File: src/core/sru_pkg.sv
// constants for the async serial unit: register map, fields, resets
// assumes a 32-bit ahb-lite bus and a single system clock
package sru_pkg;
	// ********************
	// register map
	// ********************
	localparam logic [7:0] SRU_OFS_RXB = 8'h00;
	localparam logic [7:0] SRU_OFS_TXH = 8'h04;
	localparam logic [7:0] SRU_OFS_STAT = 8'h08;
	localparam logic [7:0] SRU_OFS_CTRL = 8'h0C;
	localparam logic [7:0] SRU_OFS_RATE = 8'h10;
	// ********************
	// status and control fields
	// ********************
	localparam int SRU_ST_FULL = 0;
	localparam int SRU_ST_OVR = 1;
	localparam int SRU_ST_FRM = 2;
	localparam int SRU_ST_PAR = 3;
	localparam int SRU_ST_TXE = 4;
	localparam int SRU_ST_BUSY = 5;
	localparam int SRU_CT_RXEN = 0;
	localparam int SRU_CT_TXEN = 1;
	localparam int SRU_CT_PEN = 2;
	localparam int SRU_CT_ODD = 3;
	// ********************
	// reset values and timing
	// ********************
	localparam logic [7:0] SRU_RXB_RST = 8'h00;
	localparam logic [7:0] SRU_TXH_RST = 8'h00;
	localparam logic [3:0] SRU_CTRL_RST = 4'h0;
	localparam logic [15:0] SRU_RATE_RST = 16'h0000;
	localparam logic [3:0] SRU_OVS_LAST = 4'hF;
	localparam logic [3:0] SRU_OVS_MID = 4'h7;
	localparam logic [2:0] SRU_BIT_LAST = 3'h7;
	localparam logic [1:0] SRU_HTRANS_NONSEQ = 2'h2;
	typedef enum logic [2:0] {
		SRU_IDLE = 3'b000,
		SRU_START = 3'b001,
		SRU_DATA = 3'b010,
		SRU_PARITY = 3'b011,
		SRU_STOP = 3'b100
	} sru_state_e;
endpackage : sru_pkg

File: src/core/sru_async_serial_unit.sv
// async serial unit: ahb-lite register slave, receive and transmit shifters
// assumes synchronous rxd, one clock ref_clk, zero-wait-state single-word bus
`timescale 1ns/1ps
module sru_async_serial_unit
	import sru_pkg::*;
#(
	parameter int DIV_W = 16
) (
	// clock and reset
	input wire logic ref_clk,
	input wire logic rst_n,
	// ahb-lite slave
	input wire logic hsel,
	input wire logic [31:0] haddr,
	input wire logic [1:0] htrans,
	input wire logic hwrite,
	input wire logic [2:0] hsize,
	input wire logic [31:0] hwdata,
	input wire logic hready,
	output logic [31:0] hrdata,
	output logic hreadyout,
	output logic hresp,
	// serial pins
	input wire logic rxd,
	output logic txd
);
	// ********************
	// registers
	// ********************
	logic [7:0] received_byte;
	logic [7:0] tx_holding_byte;
	logic [3:0] serial_control_reg;
	logic [DIV_W-1:0] bit_rate_reg;
	logic rx_full_flag, overrun_flag, framing_flag, parity_flag, tx_empty;
	logic [7:0] rx_shifter, tx_shifter, wr_addr;
	logic [DIV_W-1:0] div_cnt;
	sru_state_e rx_st, tx_st;
	logic [3:0] rx_ph, tx_ph;
	logic [2:0] rx_bit, tx_bit;
	logic tick, rx_par, tx_par_acc, wr_pend, addr_ok, bus_wr, stat_wr, err_any;
	logic rx_samp, rx_done, rx_perr, rx_ferr, tx_load, tx_step;
	logic [31:0] next_rdata;

	// ********************
	// bus slave
	// ********************
	// zero wait states: hrdata loads at the address-phase edge
	assign addr_ok = hsel && hready && htrans == SRU_HTRANS_NONSEQ;
	assign bus_wr = wr_pend;
	assign stat_wr = bus_wr && wr_addr == SRU_OFS_STAT;

	always_comb begin
		next_rdata = 32'h0000_0000;
		unique case (haddr[7:0])
			SRU_OFS_RXB: next_rdata[7:0] = received_byte;
			SRU_OFS_TXH: next_rdata[7:0] = tx_holding_byte;
			SRU_OFS_STAT: begin
				next_rdata[SRU_ST_FULL] = rx_full_flag;
				next_rdata[SRU_ST_OVR] = overrun_flag;
				next_rdata[SRU_ST_FRM] = framing_flag;
				next_rdata[SRU_ST_PAR] = parity_flag;
				next_rdata[SRU_ST_TXE] = tx_empty;
				next_rdata[SRU_ST_BUSY] = tx_st != SRU_IDLE;
			end
			SRU_OFS_CTRL: next_rdata[3:0] = serial_control_reg;
			SRU_OFS_RATE: next_rdata[DIV_W-1:0] = bit_rate_reg;
			// shifters have no address; unmapped reads return zero
			default: next_rdata = 32'h0000_0000;
		endcase
	end

	always_ff @(posedge ref_clk or negedge rst_n) begin
		if (!rst_n) begin
			hrdata <= 32'h0000_0000;
			hreadyout <= 1'b0;
			hresp <= 1'b0;
			wr_pend <= 1'b0;
			wr_addr <= 8'h00;
		end else begin
			hreadyout <= 1'b1;
			hresp <= 1'b0;
			wr_pend <= addr_ok && hwrite;
			if (addr_ok) begin
				wr_addr <= haddr[7:0];
				if (!hwrite) begin
					hrdata <= next_rdata;
				end
			end
		end
	end

	// received_byte has no write path; bus writes to it are dropped
	always_ff @(posedge ref_clk or negedge rst_n) begin
		if (!rst_n) begin
			tx_holding_byte <= SRU_TXH_RST;
			serial_control_reg <= SRU_CTRL_RST;
			bit_rate_reg <= DIV_W'(SRU_RATE_RST);
		end else if (bus_wr) begin
			if (wr_addr == SRU_OFS_TXH) tx_holding_byte <= hwdata[7:0];
			if (wr_addr == SRU_OFS_CTRL) serial_control_reg <= hwdata[3:0];
			if (wr_addr == SRU_OFS_RATE) bit_rate_reg <= hwdata[DIV_W-1:0];
		end
	end

	// ********************
	// oversampling tick
	// ********************
	// sixteen ticks per bit; period is bit_rate_reg + 1 clocks
	always_ff @(posedge ref_clk or negedge rst_n) begin
		if (!rst_n) begin
			div_cnt <= '0;
			tick <= 1'b0;
		end else begin
			tick <= div_cnt == bit_rate_reg;
			div_cnt <= (div_cnt >= bit_rate_reg) ? '0 : div_cnt + 1'b1;
		end
	end

	// ********************
	// receiver
	// ********************
	assign err_any = overrun_flag || framing_flag || parity_flag;
	assign rx_samp = tick && rx_ph == SRU_OVS_LAST;
	assign rx_done = rx_samp && rx_st == SRU_STOP;
	assign rx_ferr = !rxd;
	assign rx_perr = serial_control_reg[SRU_CT_PEN]
		&& ((^rx_shifter ^ rx_par) != serial_control_reg[SRU_CT_ODD]);

	always_ff @(posedge ref_clk or negedge rst_n) begin
		if (!rst_n) begin
			rx_st <= SRU_IDLE;
			rx_ph <= 4'h0;
			rx_bit <= 3'h0;
			rx_par <= 1'b0;
			rx_shifter <= 8'h00;
		end else begin
			if (tick) rx_ph <= rx_ph + 4'h1;
			unique case (rx_st)
				SRU_IDLE: begin
					// held off while any error flag stands
					if (serial_control_reg[SRU_CT_RXEN] && !err_any && !rxd) begin
						rx_st <= SRU_START;
						rx_ph <= 4'h0;
					end
				end
				SRU_START: begin
					// mid-bit recheck filters glitches on the start edge
					if (tick && rx_ph == SRU_OVS_MID) begin
						rx_st <= rxd ? SRU_IDLE : SRU_DATA;
						rx_ph <= 4'h0;
						rx_bit <= 3'h0;
					end
				end
				SRU_DATA: begin
					if (rx_samp) begin
						rx_shifter <= {rxd, rx_shifter[7:1]};
						rx_bit <= rx_bit + 3'h1;
						if (rx_bit == SRU_BIT_LAST) begin
							rx_st <= serial_control_reg[SRU_CT_PEN] ? SRU_PARITY : SRU_STOP;
						end
					end
				end
				SRU_PARITY: begin
					if (rx_samp) begin
						rx_par <= rxd;
						rx_st <= SRU_STOP;
					end
				end
				SRU_STOP: begin
					// back to idle at once: the next start bit is caught
					if (rx_samp) rx_st <= SRU_IDLE;
				end
				default: rx_st <= SRU_IDLE;
			endcase
		end
	end

	// overrun drops the byte; otherwise store even when errored
	always_ff @(posedge ref_clk or negedge rst_n) begin
		if (!rst_n) begin
			received_byte <= SRU_RXB_RST;
		end else if (rx_done && !rx_full_flag) begin
			received_byte <= rx_shifter;
		end
	end

	// set wins over a software clear; only writing zero clears
	always_ff @(posedge ref_clk or negedge rst_n) begin
		if (!rst_n) begin
			rx_full_flag <= 1'b0;
			overrun_flag <= 1'b0;
			framing_flag <= 1'b0;
			parity_flag <= 1'b0;
		end else begin
			// errored frames leave rx_full_flag as it was
			if (rx_done && !rx_full_flag && !rx_ferr && !rx_perr) begin
				rx_full_flag <= 1'b1;
			end else if (stat_wr && !hwdata[SRU_ST_FULL]) begin
				rx_full_flag <= 1'b0;
			end
			if (rx_done && rx_full_flag) begin
				overrun_flag <= 1'b1;
			end else if (stat_wr && !hwdata[SRU_ST_OVR]) begin
				overrun_flag <= 1'b0;
			end
			if (rx_done && rx_ferr) begin
				framing_flag <= 1'b1;
			end else if (stat_wr && !hwdata[SRU_ST_FRM]) begin
				framing_flag <= 1'b0;
			end
			if (rx_done && rx_perr) begin
				parity_flag <= 1'b1;
			end else if (stat_wr && !hwdata[SRU_ST_PAR]) begin
				parity_flag <= 1'b0;
			end
		end
	end

	// ********************
	// transmitter
	// ********************
	assign tx_load = tx_st == SRU_IDLE && serial_control_reg[SRU_CT_TXEN] && !tx_empty;
	assign tx_step = tick && tx_ph == SRU_OVS_LAST;

	// a write to the holding byte in the load cycle keeps it full
	always_ff @(posedge ref_clk or negedge rst_n) begin
		if (!rst_n) begin
			tx_empty <= 1'b1;
		end else if (bus_wr && wr_addr == SRU_OFS_TXH) begin
			tx_empty <= 1'b0;
		end else if (tx_load) begin
			tx_empty <= 1'b1;
		end
	end

	always_ff @(posedge ref_clk or negedge rst_n) begin
		if (!rst_n) begin
			tx_st <= SRU_IDLE;
			tx_ph <= 4'h0;
			tx_bit <= 3'h0;
			tx_shifter <= 8'h00;
			txd <= 1'b1;
			tx_par_acc <= 1'b0;
		end else begin
			if (tick) tx_ph <= tx_ph + 4'h1;
			unique case (tx_st)
				SRU_IDLE: begin
					txd <= 1'b1;
					if (tx_load) begin
						tx_shifter <= tx_holding_byte;
						tx_par_acc <= ^tx_holding_byte;
						tx_st <= SRU_START;
						tx_ph <= 4'h0;
						txd <= 1'b0;
					end
				end
				SRU_START: begin
					if (tx_step) begin
						tx_st <= SRU_DATA;
						tx_bit <= 3'h0;
						txd <= tx_shifter[0];
					end
				end
				SRU_DATA: begin
					if (tx_step) begin
						tx_bit <= tx_bit + 3'h1;
						tx_shifter <= {1'b0, tx_shifter[7:1]};
						if (tx_bit == SRU_BIT_LAST) begin
							if (serial_control_reg[SRU_CT_PEN]) begin
								tx_st <= SRU_PARITY;
								txd <= tx_par_acc ^ serial_control_reg[SRU_CT_ODD];
							end else begin
								tx_st <= SRU_STOP;
								txd <= 1'b1;
							end
						end else begin
							txd <= tx_shifter[1];
						end
					end
				end
				SRU_PARITY: begin
					if (tx_step) begin
						tx_st <= SRU_STOP;
						txd <= 1'b1;
					end
				end
				SRU_STOP: begin
					if (tx_step) tx_st <= SRU_IDLE;
				end
				default: tx_st <= SRU_IDLE;
			endcase
		end
	end
endmodule : sru_async_serial_unit

File: config.mk
export PLATFORM = sky130hd
export DESIGN_NAME = sru_async_serial_unit
export DESIGN_NICKNAME = d
export VERILOG_FILES = /design/src/core/sru_pkg.sv /design/src/core/sru_async_serial_unit.sv
export SDC_FILE = /design/constraint.sdc
export NUM_CORES = 1
export LEC_CHECK = 0
export BUFFER_PORTS_ARGS = -buffer_cell sky130_fd_sc_hd__clkbuf_2
export CAP_MARGIN = 20
export CORE_MARGIN = 2
export CORE_UTILIZATION = 45
export CTS_CLUSTER_DIAMETER = 200
export DETAILED_ROUTE_END_ITERATION = 16
export PLACE_DENSITY = 0.74
export SLEW_MARGIN = 15
export SYNTH_ARGS = -nofsm -noshare
export SYNTH_HDL_FRONTEND = slang
export SYNTH_SLANG_ARGS = --single-unit
File: constraint.sdc
create_clock -name ref_clk -period 2.4 [get_ports ref_clk]
set_input_delay 0.48 -clock ref_clk [delete_from_list [all_inputs] [get_ports ref_clk]]
set_output_delay 0.48 -clock ref_clk [all_outputs]
set_load 0.005 [all_outputs]
# Word level (Yosys, flattened, before mapping)
# Index checks and enable logic that the tools add are counted.
[totals]
n_memories = 0
latch_bits = 0
output_inout_bits = 35
mem_bits_ro = 0
ram_bits = 0
regBits = 123
[classes]
n_div = 0
mux = 53
n_eq_ne = 36
n_reduce_logical = 63
bitwise_logic = 3
mul = 0
n_shift = 0
n_addsub = 5
n_lt_le_gt_ge = 1
[op_table]
columns = ["cell", "count"]
rows = [
  ["3-bit 2-to-1 mux", 16],
  ["8-bit by 4-bit equality test with 1-bit output (second input constant)", 4],
  ["3-bit one-hot mux with 5 select lines", 2],
  ["1-bit logical AND", 24],
  ["4-bit 2-to-1 mux", 6],
  ["8-bit 2-to-1 mux", 3],
  ["2-bit inequality test (second input constant)", 12],
  ["4-bit one-hot mux with 5 select lines", 1],
  ["16-bit by 1-bit adder with 16-bit output (second input constant)", 1],
  ["16-bit equality test", 1],
  ["8-bit by 3-bit equality test with 1-bit output (second input constant)", 2],
  ["8-bit by 5-bit equality test with 1-bit output (second input constant)", 2],
  ["16-bit greater-or-equal comparator", 1],
  ["1-bit 2-to-1 mux", 16],
  ["16-bit 2-to-1 mux", 1],
  ["8-bit one-hot mux with 2 select lines", 1],
  ["2-bit nonzero test", 8],
  ["8-bit XOR reduction", 2],
  ["2-bit AND reduction", 7],
  ["3-bit by 2-bit equality test with 1-bit output (second input constant)", 4],
  ["3-bit equality test (second input constant)", 4],
  ["3-bit one-hot mux with 2 select lines", 2],
  ["6-bit AND reduction", 2],
  ["1-bit logical NOT", 9],
  ["other kinds (21)", 30],
]

# Longest topological paths before layout
# Gate-level depths: netlist of run 1.
[logic_depth]
word_depth = 7
mapped_depth = 8
ltp_nobuf = 6

# Least setup slack after synthesis of run 1
# Ideal clock, no wire load.
[synth_path]
kind = "flip-flop to flip-flop"
start = "register div_cnt[0]"
end = "register div_cnt[13]"
setup_time_ps = 104
synth_period_minus_slack_ps = 2041
required_time_ps = 2296
path_buffers = 1
path_stages_with_launch = 8
arrival_ps = 1937
path_slack_ps = 359
cell_sequence = "dfrtp_1 > inv_1 > ha_1 > nand2b_1 > a221o_1 > a221o_1 > buf_2 > a221oi_1"
[synth_via]
elab_chain_cells = 2
[synth_lines]
columns = ["element", "line_no", "text"]
rows = [
  ["from (decl)", "sru_async_serial_unit.sv:36", "logic [DIV_W-1:0] div_cnt;"],
  ["from (signal assigned)", "sru_async_serial_unit.sv:115", "div_cnt <= (div_cnt >= bit_rate_reg) ? '0 : div_cnt + 1'b1;"],
  ["16-bit by 1-bit adder with 16-bit output / 16-bit greater-or-equal comparator (equally long branches)", "sru_async_serial_unit.sv:115", ""],
  ["16-bit 2-to-1 mux (*)", "sru_async_serial_unit.sv:115", ""],
]
# Every way passes the cells marked *; elsewhere a longest branch is shown, timed or not.
# A chain may end at the register's enable or synchronous reset.

# Worst setup path after layout of run 1
[layout_path]
start = "register div_cnt[0]"
end = "register div_cnt[0]"
# Same word-level chain as after synthesis.

==> metrics.md, run 1 <==
| Metric | Value |
|---|---|
| Status | completed |
| Syn avg cell area | 11.2 um^2 |
| Initial Util | 0.460 |
| Max VDD drop | 495 uV |
| DRT Pass-1 Iters | 4 |
| CTS clk-pin slew, worst paths | roughly 0.05 ns |
| Fin. max-slew vios | 0 |
| Yosys top cell by area | dfrtp_1 |
| Sw Share | 0.238 |
| Tcrit/Tclk final | 0.936 |
| Clock network power share | 0.488 |
| Worst setup EP type | flop |
| Tightest Pin Transition | 0.658 ns |
| CTS tree | yes |
| Max cap viols | 0 |
| Later-pin clock latency in the skew report | 0.43 ns |
| Fin area | 7450 um^2 |
| Die W | ~120 um |
| Most frequent cells in the layout | dfrtp_1, mux2_2, clkbuf_2 |
| CTS Buf Count | 17 |
| Vias in the first global route | 4616 |
| Max Freq | between 400 and 500 MHz |
| Crit path kind | flop to flop |
| # diodes | 0 |
| Seq cells post-synth | 123 |
| Mapped Cells | 568 |
| Synth area leaders | dfrtp_1, mux2_2, ha_1 |
| Min cycle time layout | 2.25 ns |
| Register area | around 3100 um^2 |
| First-pass GRT wire length | 22900 um |
| Power density cells | 792 nW/um^2 |
| Clock skew | 0.0132 ns |
| Area delta synth->final | 17.1% |
| Synth unique cells | 64 |
| Die height | around 120 um |
| # setup viols final | 0 |
| Setup TNS | 0 ns |
| Largest net degree at the start of global routing | 63 |
| CP Data Arrival Time | between 2 and 3 ns |
| Synthesis Warnings | 0 |
| H-tree depth reported by CTS | 4 |
| Final Wtd Congestion | 0.814 |
| Drt initial violations | 270 |
| Int Power | roughly 4.5 mW |
| Port bufs | 49 |
| Max Root-Sink Buffers | 2 |
| Hold crit path type | input port to async pin |
| Final wirelength | 13800 um |
| Static Leak | 3.45 nW |
| Seq pwr share | 0.408 |
| Dpl hpwl | 10100 um |
| Die Area | 15100 um^2 |
| EDFF count, synth | 0 |
| Startpoint Class | flop |
| I/O pin total | 110 |
| Synthesized cell area | 6360 um^2 |
| Core ar. | 13800 um^2 |
| Share of cells above drive strength 1 | 0.257 |
| Net Switching | 1.40 mW |
| DRC Markers | 0 |
| Comb pwr share | 0.104 |
| Total gr overflow | 0 |
| WL/cell | approximately 17 um |
| Area of the multi-input gates | 3010 um^2 |
| Slew HR | 0.561 |
| Share of the synthesized area in the top cell type | 0.476 |
| Clock root buffer | clkbuf_16 |
| Commonest non-fill, non-tap cell in the layout | dfrtp_1 |
| RSZ-0062 raised after global routing | false |
| Sequential share of the synthesized area | 0.484 |
| Async SR Flop Fraction | 1.00 |
| CP Max Fanout | 16 |
| GRT Total Usage | 0.195 |
| Final hold viol count | 0 |
| Synth Flop Type | dfrtp_1 |
| DR vias/cell | ~5.6 |
| Core Rows | 43 |
| Worst EP required | 2.72 ns |
| Antenna violations before repair | 0 |
| Total Nets Final | between 700 and 800 |
| TritonCTS Sinks | 123 |
| Vias | 4590 |
| Fill cells | 1139 |
| Cell Area, Placed | 6780 um^2 |
| DRT antenna net count | 0 |
==> repair_timing <==
action                     in CTS  in global routing
resized for setup               0                  1
hold buffers                    0                  0
setup buffers                   0                  0
setup endpoints to repair       0                 14
==> power groups by stage <==
stage          Combinational [mW]  Clock [mW]  Sequential (mW)
2_1_floorplan               0.435           0             2.39
3_3_place_gp                0.578           0             2.43
3_5_place_dp                0.613           0             2.44
4_1_cts                     0.620        2.91             2.41
5_1_grt                     0.697        3.01             2.43
6_report                    0.612        2.88             2.41
==> synth_stat cells (3+ instances only) <==
library cell	count
o2111ai_1	3
mux2i_1	17
nor4b_1	3
clkbuf_1	14
a21o_1	3
o21ai_0	17
or2_2	3
nor3_1	10
a21oi_1	21
or3_1	6
dfrtp_1	121
nor2b_1	4
xor2_1	7
nor2_1	28
o31ai_1	4
and2_1	3
a22o_1	15
buf_1	3
nand4b_1	3
and4_1	3
a22oi_1	4
buf_2	5
a211oi_1	14
xnor2_1	25
nand2_1	25
mux2_2	57
and3_1	3
buf_4	17
o221ai_1	6
or4_1	3
o21a_1	5
nand4_1	10
ha_1	23
nor4_1	3
inv_1	32
nand3_1	11
==> worst paths after layout <==
check                           start  cells after the start                to  slack [ns]
max reg2reg                div_cnt[0]                      6        div_cnt[0]        0.15
max in group asynchronous       rst_n                      2  received_byte[4]        1.66
max                        div_cnt[0]                      6        div_cnt[0]        0.15
min                             rst_n                      1              tick      0.0008
min reg2reg                       txd                      2               txd        0.48
min in group ref_clk       hwdata[11]                      2  bit_rate_reg[11]        0.29
==> cell type report <==
cell class,count,area share
Tap cell,180,0.0302
Sequential cell,123,0.414
Clock inverter,12,0.0294
Timing Repair Buffer,61,0.0470
Inverter,32,0.0161
Multi-Input combinational cell,390,0.404
Clock buffer,20,0.0600
==> worst max-delay path, cell delays in order, from the launching register on <==
cell	delay, ns
dfrtp_1	0.42
inv_1	0.06
ha_1	0.28
nand2b_1	0.15
a221o_1	0.40
a221o_2	0.55
a211oi_1	0.29
==> per-stage QoR <==
| stage | utilization | worst slack, ns | hold WS [ns] | instances | power, mW |
|---|---|---|---|---|---|
| finish | 0.539 | 0.152 | 0.000849 | 818 | 5.90 |
| global route | 0.539 | 0.00526 | 0.0353 | 818 | 6.14 |
| CTS | 0.539 | 0.0485 | 0.0109 | 818 | 5.94 |
| detailed placement | 0.490 | 0.0804 | 0.452 | 786 | 3.05 |
| global placement | 0.490 | 0.169 | 0.447 | 786 | 3.01 |
| floorplan | - | 0.359 | 0.184 | 584 | 2.83 |
==> kinds of logic after synthesis <==
| family | after synthesis | share of synthesized area |
|---|---|---|
| simple gates | 133 | 0.117 |
| flops | 123 | 0.484 |
| compound gates | 108 | 0.122 |
| mux | 74 | 0.128 |
| buf+inv | 71 | 0.0529 |
| xor+xnor | 33 | 0.0476 |
| fa+ha+maj | 24 | 0.0468 |
| other cells | 2 | 0.00118 |
==> routing by layer <==
layer,track usage,vias up,wire [um]
met5,0,-,0
li1,-,2154,-
met3,0.0387,23,480
met1,0.245,2295,5820
met4,0.0876,0,334
met2,0.327,118,7160
Power figures use the tool's default switching activity.
==> run 2: changes to the inputs <==
- ABC_CLOCK_PERIOD_IN_PS: default -> 2400
- CELL_PAD_IN_SITES_DETAIL_PLACEMENT: default -> 1
- CELL_PAD_IN_SITES_GLOBAL_PLACEMENT: default -> 1
- CORE_UTILIZATION: 45 -> 44
- PLACE_DENSITY: 0.74 -> 0.85
==> run 2 against run 1 <==
Compared with the run above:
- die area grew 2.2%
- clock power shrank 16%
- non-clock buffer count is 5 higher
- sequential power about the same
- worst setup slack lost 0.036 ns
- global-route usage up 4.7 points
- cell count up 0.12%
- fmax shrank 1.6%
==> metrics.md, run 2 (synthesis gave the netlist of run 1 again) <==
| Metric | Value |
|---|---|
| Drt initial violations | 297 (was 270) |
| Core ar. | 14000 um^2 (was 13800 um^2) |
| Clock root buffer | clkbuf_16 (unchanged) |
| Tightest Pin Transition | 0.614 ns (was 0.658 ns) |
| H-tree depth reported by CTS | 4 (unchanged) |
| Total Nets Final | 728 (was 723) |
| Total gr overflow | 0 (unchanged) |
| Cell family with most CP delay | compound AO/OA/AOI/OAI gates (unchanged) |
| Core Rows | 43 (unchanged) |
| Worst setup EP type | flop (unchanged) |
| Total Power | 5.50 mW (was 5.90 mW) |
| Startpoint Class | flop (unchanged) |
| Hold slack final | 0.289 ns (was 0.000849 ns) |
| Final Wtd Congestion | 0.806 (was 0.814) |
| Power density cells | 747 nW/um^2 (was 792 nW/um^2) |
| Worst EP required | 2.72 ns (about the same) |
| Port bufs | 49 (unchanged) |
| Commonest non-fill, non-tap cell in the layout | dfrtp_1 (unchanged) |
| CP Data Arrival Time | 2.60 ns (was 2.57 ns) |
| CP Max Fanout | 16 (unchanged) |
| Setup TNS | 0 ns (unchanged) |
| DRT Pass-1 Iters | 4 (unchanged) |
| CTS tree | yes (unchanged) |
| Crit-path most repeated cell | a221o_1 |
| Status | completed (unchanged) |
| DRT antenna net count | 0 (unchanged) |
| Max Root-Sink Buffers | 2 (unchanged) |
| Fin. max-slew vios | 0 (unchanged) |
| Static Leak | 3.43 nW (was 3.45 nW) |
| Final wirelength | 18000 um (was 13800 um) |
| First-pass GRT wire length | 29300 um (was 22900 um) |
| WL/cell | 22.0 um (was 16.9 um) |
| Dpl hpwl | 12000 um (was 10100 um) |
| Vias | 4815 (was 4590) |
| Later-pin clock latency in the skew report | 0.43 ns (about the same) |
| GRT Total Usage | 0.243 (was 0.195) |
| Crit path kind | flop to flop (unchanged) |
| Final hold viol count | 0 (unchanged) |
| Antenna violations before repair | 0 (unchanged) |
| Area delta synth->final | 15.8% (was 17.1%) |
| CTS clk-pin slew, worst paths | 0.05 ns (about the same) |
| Hold crit path type | input port to flop (was input port to async pin) |
| Initial Util | 0.455 (was 0.460) |
| TritonCTS Sinks | 123 (unchanged) |
| # diodes | 0 (unchanged) |
| CP cell instances | inv_1, ha_1, and3_1, a221o_1, a221o_1, buf_4, a211oi_1 (was inv_1, ha_1, nand2b_1, a221o_1, a221o_2, a211oi_1) |
| Crit-path max cell delay | 0.39 ns (was 0.55 ns) |
| Setup repair bufs after CTS | 0 (unchanged) |
| I/O pin total | 110 (unchanged) |
| Clock skew | 0.0109 ns (was 0.0132 ns) |
| Max Freq | 438 MHz (was 445 MHz) |
| Critical-path top delay cell | dfrtp_1 (was a221o_2) |
| CTS Buf Count | 17 (unchanged) |
| Crit path setup slack, layout | 0.116 ns (was 0.152 ns) |
| Vias in the first global route | 5372 (was 4616) |
| Die W | 124 um (was 123 um) |
| Largest net degree at the start of global routing | 73 (was 63) |
| Min cycle time layout | 2.28 ns (was 2.25 ns) |
| DR vias/cell | 5.88 (was 5.61) |
| # setup viols final | 0 (unchanged) |
| Slew HR | 0.585 (was 0.561) |
| Tcrit/Tclk final | 0.952 (was 0.936) |
| Most frequent cells in the layout | dfrtp_1, mux2_2, clkbuf_2 (unchanged) |
| Die Area | 15400 um^2 (was 15100 um^2) |
| Die height | 124 um (was 123 um) |
| Max cap viols | 0 (unchanged) |
| Share of cells above drive strength 1 | 0.252 (was 0.257) |
| DRC Markers | 0 (unchanged) |
| Max VDD drop | 541 uV (was 495 uV) |
| DP Worst Slack | 0.151 ns (was 0.0804 ns) |
| Bufs and invs on worst path | 2 (was 1) |
| RSZ-0062 raised after global routing | false (unchanged) |
## run 2: changes by cell type in the layout (fill, tap and decap cells not counted), moves of 2 or more
cell | before | now
clkbuf_1 | 2 | 4
clkbuf_8 | 1 | 5
clkinv_2 | 3 | 1
bufinv_16 | 6 | 1
clkinvlp_4 | 2 | 0
buf_4 | 12 | 16
## run 2: stage by stage
step / instances / area, um^2 / util
global placement: 790 / 6810 / 0.487
CTS: 819 / 7360 / 0.526
global route: 819 / 7360 / 0.526
finish: 819 / 7360 / 0.526
floorplan: 584 / 6420 / -
detailed placement: 790 / 6810 / 0.487
## run 2: worst paths after layout
path	depth (start not counted)	start	slack, ns	end
min in group asynchronous	2	rst_n	0.51	rx_full_flag
setup / recovery	7	bit_rate_reg[1]	0.12	div_cnt[5]
setup reg to reg	7	bit_rate_reg[1]	0.12	div_cnt[5]
hold / removal	2	hwdata[10]	0.29	bit_rate_reg[10]
max in group asynchronous	3	rst_n	1.16	tx_empty
hold reg to reg	2	hrdata[5]	0.50	hrdata[5]
## run 2: per-layer routing
| metal | up-vias | track usage | share of wire |
|---|---|---|---|
| li1 | 2163 | - | - |
| met4 | 0 | 0.132 | 0.042 |
| met5 | - | 0 | 0 |
| met1 | 2481 | 0.276 | 0.40 |
| met3 | 57 | 0.0551 | 0.032 |
| met2 | 114 | 0.422 | 0.53 |
## run 2: final cells by class
type | count | area, um^2
Clock buffer | 26 | 509
Clock inverter | 2 | 35.0
Multi-Input combinational cell | 390 | 3000
Sequential cell | 123 | 3080
Timing Repair Buffer | 66 | 390
Fill cell | 1518 | 6620
Tap cell | 180 | 225
Inverter | 32 | 120
## run 2: power by group
part	internal, mW	total, mW	switching (mW)
logic	0.293	0.669	0.376
clock network	1.53	2.42	0.882
registers	2.25	2.42	0.171
total	4.08	5.50	1.43
## run 2: repair_timing
action | CTS | global route
hold endpoints to repair | 21 | 0
hold buffers | 1 | 0
gates resized for setup | 0 | 0
==> run 3: changes to the inputs <==
- CORE_UTILIZATION: 44 -> 45
- CTS_BUF_LIST: default -> sky130_fd_sc_hd__clkbuf_4 sky130_fd_sc_hd__clkbuf_8
- PLACE_DENSITY: 0.85 -> 0.87
==> run 3 against run 2 <==
Compared with the run above:
- combinational power down 2%
- cell area down 1.5%
- sequential cell count unchanged
- utilization down 0.17 points
- largest cell class unchanged
- highest routed layer unchanged
- critical path type unchanged
- routed wire length down 7.5%
==> metrics.md, run 3 (synthesis gave the netlist of run 1 again) <==
| Metric | Value |
|---|---|
| CTS Buf Count | 17 (unchanged) |
| Hold slack final | 0.0242 ns (was 0.289 ns) |
| Tightest Pin Transition | 0.608 ns (was 0.614 ns) |
| CP Max Fanout | 12 (was 16) |
| Crit-path most repeated cell | a221o_1 (unchanged) |
| Die W | 123 um (was 124 um) |
| DRC Markers | 0 (unchanged) |
| # diodes | 0 (unchanged) |
| Tcrit/Tclk final | 0.977 (was 0.952) |
| Dpl hpwl | 11800 um (was 12000 um) |
| Worst setup EP type | flop (unchanged) |
| Startpoint Class | flop (unchanged) |
| Antenna violations before repair | 0 (unchanged) |
| Largest net degree at the start of global routing | 54 (was 73) |
| Crit path setup slack, layout | 0.0546 ns (was 0.116 ns) |
| CTS tree | yes (unchanged) |
| Clock skew | 0.0106 ns (was 0.0109 ns) |
| Max Root-Sink Buffers | 2 (unchanged) |
| Core ar. | 13800 um^2 (was 14000 um^2) |
| Max VDD drop | 373 uV (was 541 uV) |
| Hold crit path type | input port to async pin (was input port to flop) |
| Die Area | 15100 um^2 (was 15400 um^2) |
| Total Nets Final | 728 (unchanged) |
| Most frequent cells in the layout | dfrtp_1, mux2_2, clkbuf_2 (unchanged) |
| Max cap viols | 0 (unchanged) |
| Vias in the first global route | 5096 (was 5372) |
| RSZ-0062 raised after global routing | true (was false) |
| DRT Pass-1 Iters | 4 (unchanged) |
| Bufs and invs on worst path | 2 (unchanged) |
| Hold_buf cts | 0 (was 1) |
| Final hold viol count | 0 (unchanged) |
| Crit path kind | flop to flop (unchanged) |
| Worst EP required | 2.75 ns (was 2.72 ns) |
| Power density cells | 698 nW/um^2 (was 747 nW/um^2) |
| First-pass GRT wire length | 27000 um (was 29300 um) |
| TritonCTS Sinks | 123 (unchanged) |
| Initial Util | 0.460 (was 0.455) |
| Util after Layout | 0.525 (was 0.526) |
| Final Wtd Congestion | 0.832 (was 0.806) |
| Total gr overflow | 0 (unchanged) |
| CP cell instances | inv_1, ha_1, and3_1, a221o_1, a221o_1, buf_6, a211oi_1 (was inv_1, ha_1, and3_1, a221o_1, a221o_1, buf_4, a211oi_1) |
| # setup viols final | 0 (unchanged) |
| Area delta synth->final | 14.1% (was 15.8%) |
| I/O pin total | 110 (unchanged) |
| Fill cells | 1483 (was 1518) |
| Critical-path top delay cell | a221o_1 (was dfrtp_1) |
| WL/cell | 20.2 um (was 22.0 um) |
| Status | completed (unchanged) |
| Core Rows | 43 (unchanged) |
| Drt initial violations | 264 (was 297) |
| GRT Total Usage | 0.235 (was 0.243) |
| DP Worst Slack | 0.0709 ns (was 0.151 ns) |
| Share of cells above drive strength 1 | 0.266 (was 0.252) |
| Later-pin clock latency in the skew report | 0.46 ns (was 0.43 ns) |
| Crit-path max cell delay | 0.45 ns (was 0.39 ns) |
| CTS clk-pin slew, worst paths | 0.08 ns (was 0.05 ns) |
| Max Freq | 426 MHz (was 438 MHz) |
| Fin. max-slew vios | 0 (unchanged) |
| Commonest non-fill, non-tap cell in the layout | dfrtp_1 (unchanged) |
| Fin area | 7260 um^2 (was 7360 um^2) |
| Slew HR | 0.595 (was 0.585) |
| Port bufs | 49 (unchanged) |
| Static Leak | 3.38 nW (was 3.43 nW) |
| CP Data Arrival Time | 2.70 ns (was 2.60 ns) |
| Cell Area, Placed | 6810 um^2 (unchanged) |
| H-tree depth reported by CTS | 4 (unchanged) |
| Cell family with most CP delay | compound AO/OA/AOI/OAI gates (unchanged) |
| Die height | 123 um (was 124 um) |
| Vias | 4767 (was 4815) |
| DRT antenna net count | 0 (unchanged) |
| Clock root buffer | clkbuf_8 (was clkbuf_16) |
| Min cycle time layout | 2.35 ns (was 2.28 ns) |
| Total Power | 5.07 mW (was 5.50 mW) |
| Final wirelength | 16600 um (was 18000 um) |
| DR vias/cell | 5.79 (was 5.88) |
-- run 3: where the power goes --
| group | leakage (nW) | switching [mW] | internal (mW) |
|---|---|---|---|
| logic | 1.58 | 0.360 | 0.293 |
| registers | 1.59 | 0.166 | 2.24 |
| clock network | 0.218 | 0.845 | 1.16 |
| total | 3.38 | 1.37 | 3.69 |
-- run 3: path summary, 6_finish.rpt --
kind | depth (start not counted) | to | slack (ns) | start
setup / recovery | 7 | div_cnt[7] | 0.05 | bit_rate_reg[1]
hold / removal | 1 | rx_ph[3] | 0.02 | rst_n
setup reg to reg | 7 | div_cnt[7] | 0.05 | bit_rate_reg[1]
hold reg to reg | 2 | hrdata[4] | 0.48 | hrdata[4]
max in group asynchronous | 2 | tx_empty | 1.64 | rst_n
min in group ref_clk | 2 | bit_rate_reg[13] | 0.25 | hwdata[13]
-- run 3: per-layer routing --
metal	global-route usage	routed length (um)
met5	0	0
met3	0.0401	574
met2	0.421	8980
met1	0.275	6630
met4	0.106	460
-- run 3: timing repair --
item,CTS,global route
endpoints found under the hold margin,0,0
pin swaps,1,1
resized for setup,0,2
setup buffers,0,1
setup endpoints to repair,1,10
-- run 3: final cells by class --
class	instances	area, um^2	share of cell area
clock buffers	19	255	0.0352
clock inverters	13	174	0.0240
inverters	32	120	0.0166
multi-input cells	390	3010	0.415
flip-flops and latches	123	3080	0.425
well taps	180	225	0.0310
repair buffers	66	392	0.0540
-- run 3: stage by stage --
stage	cells	setup TNS, ns
after global routing	823	-0.0740
after floorplan	584	0
after CTS	822	0
final	823	0
after global placement	790	0
after detailed placement	790	0
